**src/core/supply_regs_consts.svh**
```systemverilog
// register offsets, reset values and field positions of the supply status and enable bank
`ifndef SUPPLY_REGS_CONSTS_SVH
`define SUPPLY_REGS_CONSTS_SVH

`define ADDR_REVISION 8'h00
`define ADDR_FAULT_FLAGS 8'h01
`define ADDR_FAULT_HIDE 8'h02
`define ADDR_SUPPLY_ENABLE 8'h03

`define RESET_FAULT_HIDE 8'hC0
`define RESET_SUPPLY_ENABLE 8'hFF
`define UNMAPPED_READ 8'hFF

`define BIT_POWER_FAIL 7
`define BIT_LOW_BATTERY 6
`define BIT_BUCK1 5
`define BIT_BUCK2 4
`define BIT_BUCK3 3
`define BIT_LINREG2 2
`define BIT_LINREG1 1
`define RAIL_LSB 1
`define RAIL_MSB 5
`define RAIL_MASK 8'h3E

`endif

```
**src/core/supply_regs_pkg.sv**
```systemverilog
// types shared by the supply status and enable register bank
package supply_regs_pkg;
  typedef logic [7:0] reg_byte_t;
  typedef logic [4:0] rail_vec_t;
  typedef enum logic [4:0] {
    SEL_REVISION = 5'h01,
    SEL_FAULT = 5'h02,
    SEL_HIDE = 5'h04,
    SEL_ENABLE = 5'h08,
    SEL_NONE = 5'h10
  } reg_sel_t;
endpackage

```
**src/core/supply_status_enable_regs.sv**
```systemverilog
// supply fault status, fault hide and supply enable registers with interrupt pin drive
`timescale 1ns/1ps
`include "supply_regs_consts.svh"

// What this block does
// - Status bits 7 and 6 read 1 while the power-fail or low-battery sense is below threshold.
// - Status bits 5 to 1 read 1 while buck 1, 2, 3, linear reg 2 or 1 is below target.
// - A rail's status bit is forced to 0 while that rail is disabled.
// - The buck 3 status bit is held at 0 during a core-voltage ramp.
// - The fault status register sits at 01h and ignores writes.
// - The revision register sits at 00h, holds a fixed byte and is read-only.
// - A hide bit of 1 keeps the matching status bit off the interrupt pin; 0 lets it through.
// - The hide register sits at 02h, is read/write and loads C0h on lockout.
// - The supply enable register sits at 03h, is read/write and loads FFh on lockout.
// - A supply turns on only when its enable bit and its enable pin are both 1.
// - While an enable pin is low its enable bit is forced back to 1.
// - Enable bits 5 to 1 control buck 1, 2, 3, linear reg 2 and 1, and are host writable.
// - The shared linear-regulator pin going low restores both linear enable bits.
// - Status bits active when the status register is read are blocked from the interrupt.
// - The interrupt pin is pulled low by any status bit, rail or sense, that is neither hidden nor read-blocked.
// - A read from an unimplemented address returns FFh.
module supply_status_enable_regs #(
  parameter logic [7:0] REVISION_ID = 8'hA5 // arbitrary value
) (
  // clock and reset
  input wire logic clk,
  input wire logic nrst,
  // lockout loads register defaults while high
  input wire logic supply_lockout,
  // register port from the serial engine
  input wire logic [7:0] reg_addr,
  input wire logic reg_wr,
  input wire logic [7:0] reg_wdata,
  input wire logic reg_rd,
  output logic [7:0] reg_rdata,
  // comparator results, 1 = below threshold / below target
  input wire logic power_fail_sense,
  input wire logic low_battery_sense,
  input wire logic [4:0] rail_below_target,
  input wire logic core_voltage_ramp,
  // external enable pins
  input wire logic buck1_enable_pin,
  input wire logic buck2_enable_pin,
  input wire logic buck3_enable_pin,
  input wire logic linear_regs_enable_pin,
  // supply turn-on, bit 4 buck1 .. bit 0 linear reg one
  output logic [4:0] supply_on,
  // open-drain interrupt pin, low means an unhidden, unblocked status bit is set
  output logic int_n_out,
  output logic int_n_oe
);

  function automatic supply_regs_pkg::reg_sel_t decode(input logic [7:0] a);
    if (a == `ADDR_REVISION) begin
      decode = supply_regs_pkg::SEL_REVISION;
    end else if (a == `ADDR_FAULT_FLAGS) begin
      decode = supply_regs_pkg::SEL_FAULT;
    end else if (a == `ADDR_FAULT_HIDE) begin
      decode = supply_regs_pkg::SEL_HIDE;
    end else if (a == `ADDR_SUPPLY_ENABLE) begin
      decode = supply_regs_pkg::SEL_ENABLE;
    end else begin
      decode = supply_regs_pkg::SEL_NONE;
    end
  endfunction

  // a write strobe aimed at one particular register
  function automatic logic write_hit(input logic wr,
                                     input supply_regs_pkg::reg_sel_t sel,
                                     input supply_regs_pkg::reg_sel_t target);
    write_hit = wr && (sel == target);
  endfunction

  // a read strobe aimed at one particular register
  function automatic logic read_hit(input logic rd,
                                    input supply_regs_pkg::reg_sel_t sel,
                                    input supply_regs_pkg::reg_sel_t target);
    read_hit = rd && (sel == target);
  endfunction

  supply_regs_pkg::reg_byte_t fault_hide_bits;
  supply_regs_pkg::reg_byte_t supply_enable_reg;
  supply_regs_pkg::reg_byte_t read_blocked;
  supply_regs_pkg::reg_byte_t next_fault_hide_bits;
  supply_regs_pkg::reg_byte_t next_supply_enable_reg;
  supply_regs_pkg::reg_byte_t next_read_blocked;
  supply_regs_pkg::reg_byte_t next_reg_rdata;
  supply_regs_pkg::reg_byte_t supply_fault_flags;
  supply_regs_pkg::rail_vec_t pin_vec;
  supply_regs_pkg::rail_vec_t next_supply_on;
  supply_regs_pkg::reg_sel_t wsel;
  supply_regs_pkg::reg_sel_t rsel;
  logic next_int_n_oe;
  supply_regs_pkg::rail_vec_t restore_req;

  // rail order matches status and enable bits 5..1
  assign pin_vec = {buck1_enable_pin, buck2_enable_pin, buck3_enable_pin,
                    linear_regs_enable_pin, linear_regs_enable_pin};
  assign wsel = decode(reg_addr);
  assign rsel = decode(reg_addr);
  assign int_n_out = 1'b0;

  // one restore request per rail; both linear bits follow the shared pin
  genvar g;
  generate
    for (g = 0; g < 5; g++) begin : gen_restore
      assign restore_req[g] = ~pin_vec[g];
    end
  endgenerate

  // status is live, so a read shows the comparators of this very cycle
  always_comb begin
    supply_fault_flags = 8'h00;
    supply_fault_flags[`BIT_POWER_FAIL] = power_fail_sense;
    supply_fault_flags[`BIT_LOW_BATTERY] = low_battery_sense;
    supply_fault_flags[`RAIL_MSB:`RAIL_LSB] = rail_below_target & supply_on;
    if (core_voltage_ramp) begin
      supply_fault_flags[`BIT_BUCK3] = 1'b0;
    end
  end

  // hide register
  always_comb begin
    next_fault_hide_bits = fault_hide_bits;
    if (supply_lockout) begin
      next_fault_hide_bits = `RESET_FAULT_HIDE;
    end else if (write_hit(reg_wr, wsel, supply_regs_pkg::SEL_HIDE)) begin
      next_fault_hide_bits = reg_wdata;
    end
  end

  always_ff @(posedge clk or negedge nrst) begin
    if (!nrst) begin
      fault_hide_bits <= `RESET_FAULT_HIDE;
    end else begin
      fault_hide_bits <= next_fault_hide_bits;
    end
  end

  // supply enable register
  // writes to the revision and status addresses fall through untouched
  always_comb begin
    next_supply_enable_reg = supply_enable_reg;
    if (write_hit(reg_wr, wsel, supply_regs_pkg::SEL_ENABLE)) begin
      next_supply_enable_reg = (reg_wdata & `RAIL_MASK) | ~`RAIL_MASK;
    end
    // restore follows the write so a low pin wins over a host 0
    for (int i = 0; i < 5; i++) begin
      if (restore_req[i]) begin
        next_supply_enable_reg[i + `RAIL_LSB] = 1'b1;
      end
    end
    if (supply_lockout) begin
      next_supply_enable_reg = `RESET_SUPPLY_ENABLE;
    end
  end

  always_ff @(posedge clk or negedge nrst) begin
    if (!nrst) begin
      supply_enable_reg <= `RESET_SUPPLY_ENABLE;
    end else begin
      supply_enable_reg <= next_supply_enable_reg;
    end
  end

  // read blocks: set by a status read, which wins over the clear
  always_comb begin
    // a block lasts only while its fault lasts, so a later fault pulls the pin low again
    next_read_blocked = read_blocked & supply_fault_flags;
    if (read_hit(reg_rd, rsel, supply_regs_pkg::SEL_FAULT)) begin
      next_read_blocked = next_read_blocked | supply_fault_flags;
    end
  end

  always_ff @(posedge clk or negedge nrst) begin
    if (!nrst) begin
      read_blocked <= 8'h00;
    end else begin
      read_blocked <= next_read_blocked;
    end
  end

  // read data holds its last value between reads
  always_comb begin
    next_reg_rdata = reg_rdata;
    if (reg_rd) begin
      if (rsel == supply_regs_pkg::SEL_REVISION) begin
        next_reg_rdata = REVISION_ID;
      end else if (rsel == supply_regs_pkg::SEL_FAULT) begin
        next_reg_rdata = supply_fault_flags;
      end else if (rsel == supply_regs_pkg::SEL_HIDE) begin
        next_reg_rdata = fault_hide_bits;
      end else if (rsel == supply_regs_pkg::SEL_ENABLE) begin
        next_reg_rdata = supply_enable_reg;
      end else begin
        next_reg_rdata = `UNMAPPED_READ;
      end
    end
  end

  always_ff @(posedge clk or negedge nrst) begin
    if (!nrst) begin
      reg_rdata <= 8'h00;
    end else begin
      reg_rdata <= next_reg_rdata;
    end
  end

  // rail turn-on and interrupt drive, both from next values so they track writes at once
  always_comb begin
    next_supply_on = next_supply_enable_reg[`RAIL_MSB:`RAIL_LSB] & pin_vec;
    // bit 0 of status is always 0, so it never pulls the pin
    next_int_n_oe = |(supply_fault_flags & ~next_fault_hide_bits & ~next_read_blocked);
  end

  always_ff @(posedge clk or negedge nrst) begin
    if (!nrst) begin
      supply_on <= 5'h00;
      int_n_oe <= 1'b0;
    end else begin
      supply_on <= next_supply_on;
      int_n_oe <= next_int_n_oe;
    end
  end

endmodule

```
**config.mk**
```make
export PLATFORM = sky130hd
export DESIGN_NAME = supply_status_enable_regs
export DESIGN_NICKNAME = d
export VERILOG_FILES = /design/src/core/supply_regs_pkg.sv /design/src/core/supply_status_enable_regs.sv
export VERILOG_INCLUDE_DIRS = /design/src /design/src/core
export SDC_FILE = /design/constraint.sdc
export NUM_CORES = 1
export LEC_CHECK = 0
export BUFFER_PORTS_ARGS = -buffer_cell sky130_fd_sc_hd__buf_4
export CAP_MARGIN = 20
export CORE_UTILIZATION = 45
export DETAILED_ROUTE_END_ITERATION = 16
export PLACE_DENSITY = 0.73
export REMOVE_ABC_BUFFERS = 1
export SLEW_MARGIN = 30
export SYNTH_ARGS = -nofsm -noshare
export SYNTH_HDL_FRONTEND = slang
export SYNTH_SLANG_ARGS = --single-unit
```
**constraint.sdc**
```tcl
create_clock -name clk -period 1.1 [get_ports clk]
set_input_delay 0.22 -clock clk [delete_from_list [all_inputs] [get_ports clk]]
set_output_delay 0.22 -clock clk [all_outputs]
set_load 0.01 [all_outputs]
```
# == Word-level counts from Yosys, hierarchy flattened ==
# Cells that the tools add are included.
# totals
ff_bits,38
out_inout_bits,15
# op_classes
reduce_logical,6
n_eq_ne,7
muxes,19
bitwise,8
# ops
cell,n
$mux W8,9
$and A8 B8 Y8,3
$mux W5,4
$eq A8 B2 Y1 const B,2
$not A8 Y8,2
$and A5 B5 Y5,2
$eq A8 B1 Y1 const B,1
$logic_not A8 Y1,1
$or A8 B8 Y8,1
$reduce_or A8 Y1,1
$mux W1,6
$eq A5 B1 Y1 const B,1
$eq A5 B2 Y1 const B,1
$eq A5 B3 Y1 const B,1
$eq A5 B4 Y1 const B,1
$logic_and A1 B1 Y1,3
$reduce_bool A2 Y1,1

# == Logic depth before layout (Yosys ltp) ==
# logic_depth
word_depth,13
depth_mapped,7
mapped_depth_nobuf,5

# == Worst setup path before layout ==
# No wires, ideal clock.
# synth_timing
path_kind,in2reg
from,input port reg_addr[3]
to,register supply_on[2]
cell_stages,6
path_slack_ns,-0.534
arrival_ns,1.493
path_buffers,1
cell_sequence,nor4_4 > and2_2 > buf_2 > nand4_1 > mux2i_1 > a21boi_0
# synth_between
elab_chain_cells,11
word_cells_on_any_way,14
classes_between,eq/ne: 4; mux: 7; bitwise: 1; reduce/logical: 2
# synth_rtl
item,line,source
"start, declared",supply_status_enable_regs.sv:31,"input wire logic [7:0] reg_addr,"
$eq A8 B2 Y1 (no source line),n/a,
$mux W5,supply_status_enable_regs.sv:60,end else if (a == `ADDR_SUPPLY_ENABLE) begin
$mux W5,supply_status_enable_regs.sv:58,end else if (a == `ADDR_FAULT_HIDE) begin
$mux W5,supply_status_enable_regs.sv:56,end else if (a == `ADDR_FAULT_FLAGS) begin
$mux W5 (*),supply_status_enable_regs.sv:54,if (a == `ADDR_REVISION) begin
$eq A5 B4 Y1 (*),supply_status_enable_regs.sv:71,write_hit = wr && (sel == target);
$logic_and A1 B1 Y1 (*),supply_status_enable_regs.sv:71,
$mux W8 (*),supply_status_enable_regs.sv:144,"if (write_hit(reg_wr, wsel, supply_regs_pkg::SEL_ENABLE)) begin"
$mux W1 (*),supply_status_enable_regs.sv:149,if (restore_req[i]) begin
$mux W8 (*),supply_status_enable_regs.sv:153,if (supply_lockout) begin
$and A5 B5 Y5 (*),supply_status_enable_regs.sv:211,next_supply_on = next_supply_enable_reg[`RAIL_MSB:`RAIL_LSB] & pin_vec;
named net next_supply_on[2],supply_status_enable_regs.sv:90,supply_regs_pkg::rail_vec_t next_supply_on;
"end signal, assigned",supply_status_enable_regs.sv:221,supply_on <= next_supply_on;
"end, declared",supply_status_enable_regs.sv:47,"output logic [4:0] supply_on,"
# The timed path passes the listed nets; every way through them passes the cells marked *. The select of a mux whose other input is x is not followed.
# A chain may end at the register's enable or synchronous reset.

# == Worst setup path after layout ==
# layout_timing
from,input port reg_addr[0]
to,register int_n_oe
# layout_between
elab_chain_cells,13
word_cells_on_any_way,20
classes_between,eq/ne: 5; mux: 7; bitwise: 4; reduce/logical: 4
# layout_rtl
item,line,source
$eq A8 B2 Y1 (no source line),n/a,
$mux W5,supply_status_enable_regs.sv:60,
$mux W5,supply_status_enable_regs.sv:58,
$mux W5,supply_status_enable_regs.sv:56,
$mux W5 (*),supply_status_enable_regs.sv:54,
$eq A5 B3 Y1,supply_status_enable_regs.sv:71,
$logic_and A1 B1 Y1,supply_status_enable_regs.sv:71,
$mux W8,supply_status_enable_regs.sv:127,"end else if (write_hit(reg_wr, wsel, supply_regs_pkg::SEL_HIDE)) begin"
$mux W8,supply_status_enable_regs.sv:125,if (supply_lockout) begin
$not A8 Y8,supply_status_enable_regs.sv:213,next_int_n_oe = |(supply_fault_flags & ~next_fault_hide_bits & ~next_read_blocked);
$and A8 B8 Y8,supply_status_enable_regs.sv:213,
$and A8 B8 Y8 (*),supply_status_enable_regs.sv:213,
$reduce_or A8 Y1 (*),supply_status_enable_regs.sv:213,
named net next_int_n_oe,supply_status_enable_regs.sv:93,logic next_int_n_oe;
"end signal, assigned",supply_status_enable_regs.sv:222,int_n_oe <= next_int_n_oe;
"end, declared",supply_status_enable_regs.sv:50,output logic int_n_oe
# The timed path passes the listed nets; every way through them passes the cells marked *.

==> out/metrics.cfg <==
[hold_path]
holdPathStages=2
hp-start=buck3_enable_pin
hold_end=supply_enable_reg[3]$_DFF_PN1_
min_path_type=input pin to flip-flop

[global_route]
first_global_vias=1578
grt_overflow=0
grt_start_max_net_pins=36
grt_pass1_wl_um=7490
grt_antenna_before_repair=0
track_usage=0.252

[layout]
drive_above_1_share=0.473
layout_common_cells=buf_4 (67), nor2_1 (28), dfrtp_1 (27), nand2_1 (14)
n_antenna_cell=0
design_area_um2=2520
reg_top3=fault_hide_bits x8, reg_rdata x8, read_blocked x7
fillers=250
final_common_cell=buf_4
area.sequential_um2=886
area_growth_pct=49.7
multiInputGateArea_um2=835
fin_nets=277

[critical_path]
path_cells=buf_4 > and3b_1 > and3_4 > mux2_4 > a32oi_1 > nand4_1
r2r_start=fault_hide_bits[6]$_DFF_PN1_
critical_path_class=input pin to flip-flop
crit_slowest_cell=mux2_4
start_kind=input pin
rrSetupSlack_ns=-0.18
worst-path-buf-inv=1
cp_max_fo=5
worst_ep_arrival_time_ns=1.48
cp_data_required_time_ns=1.26
max_stage_delay_ns=0.32
reg2reg_to=int_n_oe$_DFF_PN0_
cp-end-kind=flip-flop
worst-r2r-cell-count=4
cp_top_family=simple AND/OR/NAND/NOR gates

[synth]
syn_area_um2=1680
yosysWarningCount=0
synth_top_area_cell=dfrtp_1
synth_area_leaders=dfrtp_1 (40%), dfstp_2 (13%), mux2i_1 (6.5%), nor2_1 (6.5%), nand2_1 (3.8%)
syn_inst=170
synth-seq-cells=35
yosys.area.top_type_share=0.402
avgSynthCellArea_um2=9.89
synthDistinctLibCells=34
yosysSeqAreaShare=0.527

[power_and_ir_drop]
sequentialPowerShare=0.493
combPwrFrac=0.140
leakagePower_nw=1.16
internal_power_mw=2.00
switching_share=0.250
ir_drop_v=0.000783
power_mw=2.66
p_switching_mw=0.667
p_clk_frac=0.367
power_density_nw_per_um2=1060

[clock_tree]
cts_sinks=35
cts_buffer_depth=2
cts-root-buf=clkbuf_8
clock_latency_ns=0.30
htreeDepth=2
numCtsBuffers=5
path_clk_slew_ns=0.07
cts_tree=yes

[detailed_routing]
via_per_inst=5.47
antenna_left=0
routed_wl_um=4970
via_count=1593
dr.first_iter.drc_count=80
first_pass_iters=4
wire_per_inst_um=17.1
drcViolationCount=0

[timing]
finalCritPeriodShare=1.19
layout_setup_ws_ns=-0.212
setup_viol=18
final_hold_viol_count=0
slew_violations=0
finalSetupTns_ns=-1.98
rsz0062_at_grt=yes
fin_crit_ns=1.31
max_freq_mhz=762
finalClockSkew_ns=0.0128

[status]
outcome=complete, but fails checks
violations=setup timing

[placed_design]
placed_area_um2=2200
io_buffers=46
gp_routability_congestion=0.908
hpwlAfterDp_um=3220
place_ws_ns=-0.678

[floorplanning]
pin_count=48
rows=21
start_util=0.485
die_area_um2=3990
die_w_um=63.1
core_area_um2=3470
die_h_um=63.1

[run]
maxCapViolations=0

power groups by stage:
stage	sequential, mW	clock [mW]	combinational (mW)
6_report	1.31	0.977	0.373
5_1_grt	1.31	1.05	0.401
4_1_cts	1.31	0.991	0.351
3_5_place_dp	1.34	0	0.332
3_3_place_gp	1.34	0	0.325
2_1_floorplan	1.34	0	0.0830
kinds of logic (layout without fill, tap and decap cells):
family                 after synthesis  in the layout  share of synthesized area
AO/OA/AOI/OAI                       30             30                      0.126
buffers and inverters               20             94                     0.0528
flip-flops                          35             35                      0.527
multiplexers                        15             15                     0.0923
other                                1              1                    0.00223
AND/OR/NAND/NOR                     69             70                      0.200
synth_stat cells:
cell type	number
nor2_1	29
dfrtp_1	27
nand2_1	17
mux2i_1	11
inv_1	9
a31oi_1	8
dfstp_2	8
a21boi_0	5
clkbuf_1	5
nor2b_1	5
a21oi_1	4
a32oi_1	4
mux2_2	4
nand3_1	3
nor3_1	3
o21ai_0	3
a221oi_1	2
a22o_1	2
and4_2	2
buf_1	2
buf_2	2
nand4_1	2
or3_1	2
a32o_1	1
and2_2	1
and3_1	1
and3b_1	1
buf_4	1
buf_6	1
conb_1	1
nand2b_1	1
nor4_4	1
o22a_1	1
or4_1	1
metal layers:
layer | up-vias | part of all wire | GRT usage
li1 | 737 | - | -
met1 | 770 | 0.40 | 0.308
met2 | 76 | 0.50 | 0.384
met3 | 10 | 0.077 | 0.0851
met4 | 0 | 0.017 | 0.151
met5 | - | 0 | 0
metrics by stage:
stage / cells / utilization / hold WS [ns]
6_report: 291 / 0.726 / 0.0684
3_3_place_gp: 274 / 0.635 / 0.188
3_5_place_dp: 274 / 0.635 / 0.193
5_1_grt: 291 / 0.726 / 0.0700
2_1_floorplan: 159 / - / -0.0756
4_1_cts: 286 / 0.689 / 0.0682
worst max-delay path by stage:
stage / from / cells past startpoint / endpoint
after floorplan: reg_addr[3] / 5 / int_n_oe$_DFF_PN0_
final: reg_addr[0] / 6 / int_n_oe$_DFF_PN0_
after CTS: reg_addr[6] / 6 / int_n_oe$_DFF_PN0_
after global placement: reg_addr[3] / 6 / int_n_oe$_DFF_PN0_
after detailed placement: reg_addr[3] / 6 / int_n_oe$_DFF_PN0_
after global routing: reg_addr[0] / 7 / int_n_oe$_DFF_PN0_
area by class of cell:
type	instances	share of cell area
clock buffers	7	0.0343
clock inverters	1	0.00199
multi-input cells	116	0.332
well taps	46	0.0229
flip-flops and latches	35	0.352
inverters	9	0.0134
repair buffers	77	0.244
timing repair:
item                                   CTS  global route
hold buffers                             1             0
setup endpoints to repair               26            24
cloned                                   1             0
buffers inserted                         4             5
pin swaps                               16            17
endpoints found under the hold margin   27             0
resized for setup                       22            20
No activity file was read; power rests on OpenSTA's default activity.
